`src/rtl/dmam_pkg.sv`:
```
package dmam_pkg;

  // address geometry
  localparam int BANK_W = 4;
  localparam int ROW_W  = 3;
  localparam int COL_W  = 4;
  localparam int ADDR_W = BANK_W + ROW_W + COL_W;
  localparam int PTR_W  = BANK_W + ROW_W;

  // bus geometry
  localparam int AXI_AW = 12;
  localparam int AXI_DW = 32;
  localparam int AXI_SW = AXI_DW / 8;

  // register byte offsets
  localparam logic [AXI_AW-1:0] REG_CTRL    = 12'h000;
  localparam logic [AXI_AW-1:0] REG_OFFSET  = 12'h004;
  localparam logic [AXI_AW-1:0] REG_POINTER = 12'h008;
  localparam logic [AXI_AW-1:0] REG_STATUS  = 12'h00c;

  // control register fields
  localparam int CTRL_IDX_EN_BIT = 0;
  localparam int CTRL_PTR_EN_BIT = 1;
  localparam int CTRL_W          = 2;

  // offset register parts: high 10..8, middle 7..4, low 3..0
  localparam int OFF_HIGH_LSB = 8;
  localparam int OFF_MID_LSB  = 4;
  localparam int OFF_LOW_LSB  = 0;

  // row pointer parts: high nibble holds bits 6..4, low nibble bits 3..0
  localparam int PTR_HIGH_LSB = 4;
  localparam int PTR_LOW_LSB  = 0;

  // status register fields
  localparam int ST_DIRECT_LSB   = 0;
  localparam int ST_INDIRECT_LSB = 16;
  localparam int ST_IND_SEEN_BIT = 28;
  localparam int ST_PTR_ACT_BIT  = 29;
  localparam int ST_IDX_ACT_BIT  = 30;
  localparam int ST_CONFLICT_BIT = 31;

  // reset values
  localparam logic [CTRL_W-1:0] CTRL_RST    = 2'h0;
  localparam logic [ADDR_W-1:0] OFFSET_RST  = 11'h000;
  localparam logic [PTR_W-1:0]  POINTER_RST = 7'h00;

  // bus responses
  localparam logic [1:0] RESP_OKAY   = 2'h0;
  localparam logic [1:0] RESP_SLVERR = 2'h2;

  typedef struct packed {
    logic [BANK_W-1:0] bank;
    logic [ROW_W-1:0]  row;
    logic [COL_W-1:0]  col;
  } dmam_addr_t;

  typedef enum logic [2:0] {
    OP_DIRECT    = 3'b001,
    OP_IND_STORE = 3'b010,
    OP_IND_LOAD  = 3'b100
  } dmam_op_t;

  typedef struct packed {
    dmam_op_t         op;
    dmam_addr_t       direct;
    logic [COL_W-1:0] gr_col;
  } dmam_req_t;

  typedef struct packed {
    logic       indirect;
    dmam_addr_t direct;
    dmam_addr_t indirect_addr;
  } dmam_ans_t;

  typedef enum logic [1:0] {
    WS_COLLECT = 2'b01,
    WS_RESP    = 2'b10
  } dmam_wstate_t;

  typedef enum logic [1:0] {
    RS_IDLE = 2'b01,
    RS_DATA = 2'b10
  } dmam_rstate_t;

endpackage : dmam_pkg

```
`src/rtl/dmam_top.sv`:
```
`timescale 1ns/100ps
`default_nettype none

module dmam_top
  import dmam_pkg::*;
(
  input  wire logic              I_CLK,
  input  wire logic              I_RST_B,
  // address requests from the instruction sequencer
  input  wire logic              I_REQ_VALID,
  input  wire dmam_req_t         I_REQ,
  output logic                   O_ANS_VALID,
  output dmam_ans_t              O_ANS,
  // AXI4-Lite register port
  input  wire logic [AXI_AW-1:0] I_AWADDR,
  input  wire logic [2:0]        I_AWPROT,
  input  wire logic              I_AWVALID,
  output logic                   O_AWREADY,
  input  wire logic [AXI_DW-1:0] I_WDATA,
  input  wire logic [AXI_SW-1:0] I_WSTRB,
  input  wire logic              I_WVALID,
  output logic                   O_WREADY,
  output logic [1:0]             O_BRESP,
  output logic                   O_BVALID,
  input  wire logic              I_BREADY,
  input  wire logic [AXI_AW-1:0] I_ARADDR,
  input  wire logic [2:0]        I_ARPROT,
  input  wire logic              I_ARVALID,
  output logic                   O_ARREADY,
  output logic [AXI_DW-1:0]      O_RDATA,
  output logic [1:0]             O_RRESP,
  output logic                   O_RVALID,
  input  wire logic              I_RREADY
);

  // register decode, shared by the write and read paths
  function automatic logic [3:0] reg_sel(input logic [AXI_AW-1:0] a);
    logic [AXI_AW-1:0] w;
    w = {a[AXI_AW-1:2], 2'b00};
    reg_sel = {w == REG_STATUS, w == REG_POINTER, w == REG_OFFSET, w == REG_CTRL};
  endfunction : reg_sel

  logic [CTRL_W-1:0]  ctrl;
  logic [ADDR_W-1:0]  offset;
  logic [PTR_W-1:0]   pointer;
  dmam_ans_t          last_ans;
  logic               ind_seen;

  dmam_wstate_t       wstate;
  logic               aw_have;
  logic               w_have;
  logic [AXI_AW-1:0]  aw_addr;
  logic [AXI_DW-1:0]  w_data;
  logic [AXI_SW-1:0]  w_strb;
  dmam_rstate_t       rstate;

  wire                ptr_en;
  wire                idx_en;
  wire [AXI_DW-1:0]   wmask;
  wire [3:0]          wsel;
  wire [3:0]          rsel;
  wire                aw_take;
  wire                w_take;
  wire                both_have;
  wire                do_write;
  wire                w_mapped;
  wire                ar_take;
  wire [AXI_DW-1:0]   merge_ctrl;
  wire [AXI_DW-1:0]   merge_offset;
  wire [AXI_DW-1:0]   merge_pointer;
  wire [AXI_DW-1:0]   status_word;
  wire [AXI_DW-1:0]   rd_word;
  wire [1:0]          rd_resp;
  dmam_ans_t          calc_ans;

  // register views and per-register write strobes
  wire [AXI_DW-1:0]   rd_ctrl;
  wire [AXI_DW-1:0]   rd_offset;
  wire [AXI_DW-1:0]   rd_pointer;

  wire                wr_ctrl;
  wire                wr_offset;
  wire                wr_pointer;
  wire                mode_ptr;
  wire                mode_idx;
  wire                mode_conflict;
  wire [ADDR_W-1:0]   st_direct;
  wire [ADDR_W-1:0]   st_indirect;

  // flags and address computation

  assign ptr_en = ctrl[CTRL_PTR_EN_BIT];
  assign idx_en = ctrl[CTRL_IDX_EN_BIT];

  dmam_calc u_calc (
    .i_ptr_en  (ptr_en),
    .i_idx_en  (idx_en),
    .i_offset  (offset),
    .i_pointer (pointer),
    .i_req     (I_REQ),
    .o_ans     (calc_ans)
  );

  // registered answer: one cycle after the request, data held until the next
  always_ff @(posedge I_CLK or negedge I_RST_B) begin
    if (!I_RST_B) begin
      O_ANS_VALID <= 1'b0;
      O_ANS       <= '0;
    end else begin
      O_ANS_VALID <= I_REQ_VALID;
      if (I_REQ_VALID) begin
        O_ANS <= calc_ans;
      end
    end
  end

  // last answers kept for software inspection
  always_ff @(posedge I_CLK or negedge I_RST_B) begin
    if (!I_RST_B) begin
      last_ans <= '0;
      ind_seen <= 1'b0;
    end else if (I_REQ_VALID) begin
      last_ans <= calc_ans;
      ind_seen <= calc_ans.indirect;
    end
  end

  // write channel: address and data taken in either order, held until both

  assign aw_take   = I_AWVALID & O_AWREADY;
  assign w_take    = I_WVALID & O_WREADY;
  assign O_AWREADY = (wstate == WS_COLLECT) & ~aw_have;
  assign O_WREADY  = (wstate == WS_COLLECT) & ~w_have;
  assign both_have = (aw_have | aw_take) & (w_have | w_take);
  assign do_write  = (wstate == WS_COLLECT) & both_have;

  wire [AXI_AW-1:0] wr_addr = aw_have ? aw_addr : I_AWADDR;
  wire [AXI_DW-1:0] wr_data = w_have ? w_data : I_WDATA;
  wire [AXI_SW-1:0] wr_strb = w_have ? w_strb : I_WSTRB;

  assign wsel     = reg_sel(wr_addr);
  assign w_mapped = |wsel;

  genvar lane;
  generate
    for (lane = 0; lane < AXI_SW; lane++) begin : g_lane
      assign wmask[8*lane +: 8] = {8{wr_strb[lane]}};
    end
  endgenerate

  // registers zero-extended to the bus word, shared by write merge and read mux
  assign rd_ctrl    = {{(AXI_DW-CTRL_W){1'b0}}, ctrl};
  assign rd_offset  = {{(AXI_DW-ADDR_W){1'b0}}, offset};
  assign rd_pointer = {{(AXI_DW-PTR_W){1'b0}}, pointer};

  assign merge_ctrl    = (rd_ctrl & ~wmask) | (wr_data & wmask);
  assign merge_offset  = (rd_offset & ~wmask) | (wr_data & wmask);
  assign merge_pointer = (rd_pointer & ~wmask) | (wr_data & wmask);

  // status has no strobe, so a write to it is acknowledged and dropped
  assign wr_ctrl    = do_write & wsel[0];
  assign wr_offset  = do_write & wsel[1];
  assign wr_pointer = do_write & wsel[2];

  always_ff @(posedge I_CLK or negedge I_RST_B) begin
    if (!I_RST_B) begin
      aw_have <= 1'b0;
      w_have  <= 1'b0;
      aw_addr <= '0;
      w_data  <= '0;
      w_strb  <= '0;
    end else begin
      if (aw_take) begin
        aw_addr <= I_AWADDR;
      end
      if (w_take) begin
        w_data <= I_WDATA;
        w_strb <= I_WSTRB;
      end
      aw_have <= ~do_write & (aw_have | aw_take);
      w_have  <= ~do_write & (w_have | w_take);
    end
  end

  always_ff @(posedge I_CLK or negedge I_RST_B) begin
    if (!I_RST_B) begin
      wstate   <= WS_COLLECT;
      O_BVALID <= 1'b0;
      O_BRESP  <= RESP_OKAY;
    end else begin
      case (wstate)
        WS_COLLECT: begin
          if (do_write) begin
            wstate   <= WS_RESP;
            O_BVALID <= 1'b1;
            O_BRESP  <= w_mapped ? RESP_OKAY : RESP_SLVERR;
          end
        end
        WS_RESP: begin
          if (I_BREADY) begin
            wstate   <= WS_COLLECT;
            O_BVALID <= 1'b0;
          end
        end
        default: begin
          wstate   <= WS_COLLECT;
          O_BVALID <= 1'b0;
        end
      endcase
    end
  end

  // control state; status is read-only so a write to it changes nothing
  always_ff @(posedge I_CLK or negedge I_RST_B) begin
    if (!I_RST_B) begin
      ctrl    <= CTRL_RST;
      offset  <= OFFSET_RST;
      pointer <= POINTER_RST;
    end else begin
      if (wr_ctrl) begin
        ctrl <= merge_ctrl[CTRL_W-1:0];
      end
      if (wr_offset) begin
        offset <= merge_offset[ADDR_W-1:0];
      end
      if (wr_pointer) begin
        pointer <= merge_pointer[PTR_W-1:0];
      end
    end
  end

  // read channel

  assign O_ARREADY = (rstate == RS_IDLE);
  assign ar_take   = I_ARVALID & O_ARREADY;
  assign rsel      = reg_sel(I_ARADDR);

  // conflict bit flags the undefined both-flags setting for software
  assign mode_ptr      = ptr_en & ~idx_en;
  assign mode_idx      = idx_en & ~ptr_en;
  assign mode_conflict = ptr_en & idx_en;
  assign st_direct     = last_ans.direct;
  assign st_indirect   = last_ans.indirect_addr;

  assign status_word = ({{(AXI_DW-ADDR_W){1'b0}}, st_direct} << ST_DIRECT_LSB)
                     | ({{(AXI_DW-ADDR_W){1'b0}}, st_indirect} << ST_INDIRECT_LSB)
                     | ({{(AXI_DW-1){1'b0}}, ind_seen} << ST_IND_SEEN_BIT)
                     | ({{(AXI_DW-1){1'b0}}, mode_ptr} << ST_PTR_ACT_BIT)
                     | ({{(AXI_DW-1){1'b0}}, mode_idx} << ST_IDX_ACT_BIT)
                     | ({{(AXI_DW-1){1'b0}}, mode_conflict} << ST_CONFLICT_BIT);

  assign rd_word = rsel[0] ? rd_ctrl :
                   rsel[1] ? rd_offset :
                   rsel[2] ? rd_pointer :
                   rsel[3] ? status_word : {AXI_DW{1'b0}};
  assign rd_resp = (|rsel) ? RESP_OKAY : RESP_SLVERR;

  always_ff @(posedge I_CLK or negedge I_RST_B) begin
    if (!I_RST_B) begin
      rstate   <= RS_IDLE;
      O_RVALID <= 1'b0;
      O_RDATA  <= '0;
      O_RRESP  <= RESP_OKAY;
    end else begin
      case (rstate)
        RS_IDLE: begin
          if (ar_take) begin
            rstate   <= RS_DATA;
            O_RVALID <= 1'b1;
            O_RDATA  <= rd_word;
            O_RRESP  <= rd_resp;
          end
        end
        RS_DATA: begin
          if (I_RREADY) begin
            rstate   <= RS_IDLE;
            O_RVALID <= 1'b0;
          end
        end
        default: begin
          rstate   <= RS_IDLE;
          O_RVALID <= 1'b0;
        end
      endcase
    end
  end

  // protection attributes carry no meaning for this block
  wire unused_prot = ^{I_AWPROT, I_ARPROT};

endmodule : dmam_top

`default_nettype wire

```
`src/rtl/dmam_calc.sv`:
```
`timescale 1ns/100ps
`default_nettype none

module dmam_calc
  import dmam_pkg::*;
(
  input  wire logic             i_ptr_en,
  input  wire logic             i_idx_en,
  input  wire logic [ADDR_W-1:0] i_offset,
  input  wire logic [PTR_W-1:0]  i_pointer,
  input  wire dmam_req_t        i_req,
  output dmam_ans_t             o_ans
);

  wire                mod_active;
  wire                ptr_active;
  wire                indirect_op;
  wire [ADDR_W-1:0]   direct_real;
  wire [PTR_W-1:0]    ind_bank_row;
  wire [ADDR_W-1:0]   mod_mask;

  // both flags set is left unmodified rather than guessing a combination
  assign mod_active  = i_idx_en & ~i_ptr_en;
  assign ptr_active  = i_ptr_en & ~i_idx_en;
  assign indirect_op = (i_req.op == OP_IND_STORE) || (i_req.op == OP_IND_LOAD);

  // fields line up bit for bit, so an OR never carries across fields
  assign mod_mask    = mod_active ? i_offset : {ADDR_W{1'b0}};
  assign direct_real = i_req.direct | mod_mask;

  // pointer only for the two indirect moves; else the (modified) direct bank/row
  assign ind_bank_row = (ptr_active && indirect_op) ? i_pointer
                                                    : direct_real[ADDR_W-1:COL_W];

  assign o_ans.indirect      = indirect_op;
  assign o_ans.direct        = direct_real;
  assign o_ans.indirect_addr = {ind_bank_row, i_req.gr_col};

endmodule : dmam_calc

`default_nettype wire

```
`config.mk`:
```
export PLATFORM = sky130hd
export DESIGN_NAME = dmam_top
export DESIGN_NICKNAME = d
export VERILOG_FILES = /design/src/rtl/dmam_pkg.sv /design/src/rtl/dmam_top.sv /design/src/rtl/dmam_calc.sv
export SDC_FILE = /design/constraint.sdc
export NUM_CORES = 1
export LEC_CHECK = 0
export BUFFER_PORTS_ARGS = -buffer_cell sky130_fd_sc_hd__buf_2
export CORE_MARGIN = 5
export CORE_UTILIZATION = 45
export DETAILED_ROUTE_END_ITERATION = 8
export HOLD_SLACK_MARGIN = 0.1
export PLACE_DENSITY_LB_ADDON = 0.2
export SLEW_MARGIN = 20
export SYNTH_ARGS = -nofsm -noshare
export SYNTH_HDL_FRONTEND = slang
export SYNTH_SLANG_ARGS = --single-unit
```
`constraint.sdc`:
```
create_clock -name I_CLK -period 1.9 [get_ports I_CLK]
set_input_delay 0.095 -clock I_CLK [delete_from_list [all_inputs] [get_ports I_CLK]]
set_output_delay 0.095 -clock I_CLK [all_outputs]
set_load 0.01 [all_outputs]
```
==> summary.md, run 1 <==
| Metric | Value |
|---|---|
| Clock slew seen by the registers of the worst setup and hold paths | `90 ps` |
| Fin nets | `between 600 and 700` |
| Count of different cell masters after synthesis | `39` |
| Ys Warns | `0` |
| HPWL after detailed placement | `8443 um` |
| Sink Count | `101` |
| 1st-pass router iterations | `4` |
| Portion of the post-synthesis area used by sequential elements | `0.5489` |
| Initial cell density of the core | `0.4546` |
| RSZ-0062 raised after global routing | `true` |
| Final critical delay including setup and external delays | `1929 ps` |
| Endpoint type of the worst setup path | `flip-flop` |
| Maximum number of pins on one net before global-route repair | `47` |
| Std-Cell Core Area | `~10000 um^2` |
| Post-synthesis instance area | `4609 um^2` |
| Clk_skew | `11.28 ps` |
| Setup crit start kind | `flip-flop` |
| Number of port buffers | `115` |
| Vias in the first global route | `approximately 3700` |
| Die area | `12370 um^2` |
| Status | `complete, but fails checks` |
| Number of antenna violations at the first check in global routing | `0` |
| Area share of the largest cell type after synthesis | `0.5375` |
| Via density | `about 5` |
| Delay of the slowest cell on the worst path | `540 ps` |
| Util after Layout | `0.6136` |
| Die outline height | `111.2 um` |
| Data arrival time of the worst path | `around 2200 ps` |
| Largest cells by area after synthesis | `dfrtp_1 54%, mux2_2 16%, nand2_1 3.3%` |
| Post-route DRC | `0` |
| Finished layout cell area | `slightly above 6000 um^2` |
| Total count of max-transition violations in the final report | `0` |
| Crit path buf inv count | `1` |
| Met2 routed wirelength | `5557 um` |
| Die width | `around 110 um` |
| # fillers | `829` |
| CTS H-tree depth | `3` |
| Gate family responsible for the most delay along the worst path | `flip-flops` |
| First-pass GRT wire length | `18980 um` |
| Hold WC Path Type | `in2reg` |
| Sequence of cells on the critical path | `nor2b_2 > o221ai_4 > a2111oi_4 > buf_6 > mux2_2` |
| IO Count | `157` |
| Final period util | `1.015` |
| Number of buffers on the longest clock path | `2` |
| Routed vias | `between 3000 and 4000` |
| GPL Wtd Cong | `0.8315` |
| 1st-iter DRT viols | `146` |
| Avg Inst Size Synth | `11.61 um^2` |
| Max-capacitance violation count | `0` |
| Category of the most critical setup path | `reg2reg` |
| Remaining max-slew budget at the tightest pin | `0.6057` |
| Final wirelength | `11450 um` |
| Cell Area, Placed | `5482 um^2` |
| Total global-route track usage | `0.1896` |
| Setup TNS | `-86.56 ps` |
| Post-Layout Cell Count | `between 700 and 800` |
| Share of post-route cells with drive strength above 1 | `0.4070` |
| Static power due to leakage | `3.046 nW` |
| Area Growth Syn to Fin | `34.96%` |
| Final setup fails | `4` |
| Number of buffers inserted by post-CTS setup repair | `0` |
| DRT met1 WL | `5087 um` |
| Synthesized netlist cell count | `397` |
| TritonCTS Buffers | `9` |
| PwrDens | `931.7 nW/um^2` |
| Worst ir drop on vdd | `0.5643 mV` |
| Worst-path fanout max | `8` |
| Root buffer cell | `clkbuf_8` |
| Worst slew pin tran | `575.0 ps` |
| Largest area contributor in the synthesized netlist | `dfrtp_1` |
| Overall power | `5.796 mW` |
| Final-report hold violation count | `0` |
| Post-detailed-route wirelength per cell | `around 16 um` |
| Final worst slack | `-28.78 ps` |
| Met3 routed WL | `635 um` |
| Violations in the final reports | `negative setup slack` |
| Diode insertion count for antenna repair | `0` |
| Highest achievable clock rate | `518.5 MHz` |
| Post-route antenna net violation count | `0` |
| Insertion delay of the later-clocked pin in the worst-skew pair | `360 ps` |
| Top layer used by detailed routing | `met4` |
| Slowest cell on the critical path | `dfstp_2` |
| Row count | `37` |
| CTS tree | `done` |
| Remaining global-route overflow | `0` |
| Number of synthesized register bits | `101` |
| Placed Cells | `649` |
| Required @ worst endpoint | `2150 ps` |
## kinds of logic after synthesis
group / count (synthesis) / share of synthesized area
flip-flops: 101 / 0.5489
buffers and inverters: 47 / 0.04641
multiplexers: 80 / 0.1968
AND/OR/NAND/NOR: 113 / 0.1148
XOR/XNOR: 1 / 0.001900
AO/OA/AOI/OAI: 54 / 0.09039
other: 1 / 0.0008136
## final timing paths
path	slack, ps	endpoint	cells after the start	from
min reg2reg	470	O_RDATA[16]	2	O_RDATA[16]
min in group asynchronous	280	last_ans[18]	2	I_RST_B
max in group asynchronous	910	w_data[7]	3	I_RST_B
min	130	last_ans[15]	3	I_REQ[8]
max reg2reg	-30	flip-flop	5	wstate[0]
max	-30	flip-flop	5	wstate[0]
## cell usage after synthesis
library cell / count
o32a_1: 1
nor2b_1: 3
dfstp_2: 2
a21oi_1: 25
a21o_1: 2
a31oi_1: 1
xnor2_1: 1
nor2_1: 30
and3b_1: 1
a2111oi_4: 2
nor3_1: 1
dfrtp_1: 99
buf_2: 3
conb_1: 1
a211oi_1: 1
buf_4: 9
nand2_1: 40
o221ai_1: 1
and4_1: 1
nand3b_2: 1
nand3_1: 17
nor4_1: 6
o21a_1: 3
nor3_2: 2
nand4_1: 1
a22o_1: 10
a32o_1: 3
a32oi_1: 1
mux2_2: 65
inv_1: 18
clkbuf_1: 15
or4_1: 2
mux2i_1: 13
and2_1: 2
mux4_2: 2
nand2b_1: 6
o21ai_0: 2
a2111oi_2: 2
buf_1: 2
## per-layer routing
metal  GRT usage  up-vias
met5           0        -
met4     0.06813        0
met3     0.03766       14
met2      0.3028       97
met1      0.2578     1745
li1            -     1715
## report_power, final
group	internal [mW]	switching, mW
registers	2.54	0.307
clock network	0.524	0.731
logic	0.911	0.787
## placed cells by master (no fill, tap or decap), types with 3 or more instances in the layout
cell,netlist,layout
o21a_1,3,3
a32o_1,3,3
a22o_1,10,10
nand3_1,17,16
dlygate4sd3_1,0,46
inv_1,18,18
a21oi_1,25,25
a2111oi_4,2,3
nand2_1,40,40
mux2_4,0,15
nand2b_1,6,6
conb_1,1,8
nor2_1,30,30
buf_4,9,20
dfrtp_1,99,98
mux2_2,65,50
nor4_1,6,4
buf_2,3,114
mux2i_1,13,13
clkbuf_8,0,10
## tightest hold or removal path, delay by kind of cell
family | cells | cell delay (ps)
AOI/OAI and AO/OA | 1 | 130
muxes | 1 | 160
buffers and inverters | 1 | 80
## area by class of cell
type	instances	area, um^2	share of cell area
sequential	101	2531	0.4069
multi-input combinational	256	2032	0.3266
timing repair buffer	184	1244	0.1999
tap	136	170.2	0.02735
clock buffer	12	145.1	0.02333
inverter	18	67.56	0.01086
clock inverter	4	31.28	0.005028
## repair_timing
action | in CTS | in global routing
hold buffers | 46 | 0
endpoints found under the hold margin | 89 | 0
endpoints found under the setup margin | 20 | 20
gates resized for setup | 13 | 9
pin swaps | 1 | 1
gates cloned | 0 | 0
## through the flow
step,worst slack [ps],hold slack (ps)
floorplan,1.077,-200.6
global placement,-17.16,140.0
detailed placement,-48.03,149.4
CTS,-46.69,103.9
global route,-102.3,132.2
finish,-28.78,131.7
Power figures use the tool's default switching activity.
==> inputs of run 2 (changes only) <==
CORE_UTILIZATION = 35   (was 45)
==> summary.md, run 2 (synthesis results as in run 1) <==
| Metric | Value |
|---|---|
| Most frequent cells in the layout | `114 x buf_2, 98 x dfrtp_1, 47 x mux2_2` |
| GPL Wtd Cong | `0.7799 (-6.2%)` |
| 1st-iter DRT viols | `203 (+39%)` |
| TritonCTS Buffers | `9 (unchanged)` |
| Sink Count | `101 (unchanged)` |
| Die width | `124.8 um (+12%)` |
| Share of total power in sequential cells | `0.445 (-0.046)` |
| CTS H-tree depth | `3 (unchanged)` |
| Util after Layout | `0.4861 (-0.1275)` |
| Hold WC Path Type | `in2reg` |
| Share of total power in the clock network | `0.294 (+0.078)` |
| Number of port buffers | `115 (unchanged)` |
| Post-route antenna net violation count | `0 (unchanged)` |
| Status | `complete, but fails checks` |
| Std-Cell Core Area | `13090 um^2 (+29%)` |
| Clock slew seen by the registers of the worst setup and hold paths | `70 ps (-20 ps)` |
| Placed Cells | `685 (+5.5%)` |
| Slowest cell on the critical path | `dfrtp_1` |
| Root buffer cell | `clkbuf_16` |
| Insertion delay of the later-clocked pin in the worst-skew pair | `350 ps (about the same)` |
| Final-report hold violation count | `0 (unchanged)` |
| 1st-pass router iterations | `4 (unchanged)` |
| Final setup fails | `16 (+12)` |
| Comb pwr share | `0.261 (-0.032)` |
| Multi-input gate area | `2048 um^2 (+0.80%)` |
| Finished layout cell area | `6361 um^2 (+2.3%)` |
| Cell Int Power | `4.471 mW (+13%)` |
| Die area | `15570 um^2 (+26%)` |
| Sequential cell area | `2531 um^2 (unchanged)` |
| Diode insertion count for antenna repair | `0 (unchanged)` |
| CTS tree | `done` |
| Endpoint, Worst Hold | `ind_seen` |
| Post-route DRC | `0 (unchanged)` |
| Area Growth Syn to Fin | `38.00%` |
| Routed vias | `3636 (+1.8%)` |
| Share of post-route cells with drive strength above 1 | `0.4085 (+0.001494)` |
| Overall power | `6.405 mW (+11%)` |
| Row count | `42 (+14%)` |
| IO Count | `157 (unchanged)` |
| Category of the most critical setup path | `reg2reg` |
| Worst hold path stage count | `3 (unchanged)` |
| Remaining max-slew budget at the tightest pin | `0.6218 (+0.01614)` |
| Final wirelength | `12160 um (+6.2%)` |
| Worst slew pin tran | `551.5 ps (-23.54 ps)` |
| RSZ-0062 raised after global routing | `true` |
| HPWL after detailed placement | `8858 um (+4.9%)` |
| Number of buffers on the longest clock path | `2 (unchanged)` |
| Worst setup slack for register-to-register paths | `-50 ps (-20 ps)` |
| Post-Layout Cell Count | `744 (+4.6%)` |
| Violations in the final reports | `negative setup slack` |
| Initial cell density of the core | `0.3523 (-0.1024)` |
| Max-capacitance violation count | `0 (unchanged)` |
| Worst-path fanout max | `7 (-1)` |
| # fillers | `1220 (+47%)` |
| Min-delay src | `I_REQ[15]` |
| Number of antenna violations at the first check in global routing | `0 (unchanged)` |
| Fin nets | `655 (-1.1%)` |
| Clk_skew | `11.71 ps (+0.4282 ps)` |
| Gate family responsible for the most delay along the worst path | `simple AND/OR/NAND/NOR gates` |
| Delay of the slowest cell on the worst path | `410 ps (-130 ps)` |
| First-pass GRT wire length | `19590 um (+3.2%)` |
| Total count of max-transition violations in the final report | `0 (unchanged)` |
| Sequence of cells on the critical path | `nor4_4 > nand3_4 > a2111oi_4 > buf_6 > mux2_4` |
| Total global-route track usage | `0.1569 (-0.03270)` |
| Highest achievable clock rate | `512.8 MHz (-1.1%)` |
| Final period util | `1.026 (+0.01130)` |
| Most common cell after layout, fill and taps aside | `buf_2` |
| Final critical delay including setup and external delays | `1950 ps (+21.47 ps)` |
| Proportion of total power due to net switching | `0.3020 (-0.01298)` |
| Vias in the first global route | `3712 (-0.48%)` |
| Maximum number of pins on one net before global-route repair | `45 (-4.3%)` |
| Data arrival time of the worst path | `2180 ps (about the same)` |
| Sw Pwr | `1.934 mW (+6.0%)` |
| Worst ir drop on vdd | `0.3881 mV (-31%)` |
| Remaining global-route overflow | `0 (unchanged)` |
| Crit Reg-Reg Startpoint | `aw_addr[7]` |
| Die outline height | `124.8 um (+12%)` |
| Static power due to leakage | `3.081 nW (+1.1%)` |
| Endpoint type of the worst setup path | `flip-flop` |
| Via density | `4.887 (-2.7%)` |
| Final worst slack | `-50.25 ps (-21.47 ps)` |
| Crit path buf inv count | `1 (unchanged)` |
| R2R cell count | `5 (unchanged)` |
| Post-detailed-route wirelength per cell | `16.35 um (+1.5%)` |
| PwrDens | `1007 nW/um^2 (+8.1%)` |
| Setup crit start kind | `flip-flop` |
| Cell Area, Placed | `5514 um^2 (+0.59%)` |
| Required @ worst endpoint | `2130 ps (-20 ps)` |
-- run 2: repair_timing --
action	CTS	global route
hold buffers	42	0
buffers inserted	0	1
hold endpoints to repair	112	0
gates resized for setup	17	9
pin swaps	0	4
setup endpoints to repair	20	20
-- run 2: per-layer routing --
metal,track usage,vias up,part of all wire,wire [um]
met5,0,-,0,0
met4,0.06899,0,0.022,266
met3,0.02787,20,0.041,499
met2,0.2691,89,0.50,6042
met1,0.1933,1824,0.44,5355
li1,-,1703,-,-
-- run 2: per-stage QoR --
step	hold slack [ps]	setup TNS [ps]	worst slack [ps]
floorplan	-200.6	0	1.077
global placement	48.84	-1073	-64.64
detailed placement	53.93	-1018	-69.10
CTS	108.6	-914.2	-80.16
global route	152.4	-2073	-144.7
finish	127.6	-390.8	-50.25
-- run 2: worst register-to-register path, delay by kind of cell (launching register included) --
kind            cells  cell delay, ps
compound gates      1             390
buf+inv             1             200
flops               1             410
mux                 1             310
simple gates        2             530
-- run 2: worst max path at each step --
stage / cells after the start / end / startpoint
global placement: 5 / flip-flop / aw_addr[8]
global route: 5 / flip-flop / aw_addr[7]
CTS: 5 / flip-flop / aw_addr[4]
finish: 5 / flip-flop / aw_addr[7]
floorplan: 4 / flip-flop / aw_addr[4]
detailed placement: 5 / flip-flop / aw_addr[4]
-- run 2: power by group through the flow --
stage,clock network (mW),registers [mW],logic (mW)
after global placement,0,2.83,1.52
after global routing,2.02,2.91,1.84
after detailed placement,0,2.86,1.56
after CTS,1.94,2.82,1.65
after floorplan,0,2.78,1.08
final,1.88,2.85,1.67
-- run 2: final cells by class --
cell class | instances | share of cell area
Sequential cell | 101 | 0.3979
Multi-Input combinational cell | 256 | 0.3220
Timing Repair Buffer | 177 | 0.1876
Clock buffer | 10 | 0.03600
Tap cell | 176 | 0.03462
Clock inverter | 6 | 0.01121
Inverter | 18 | 0.01062
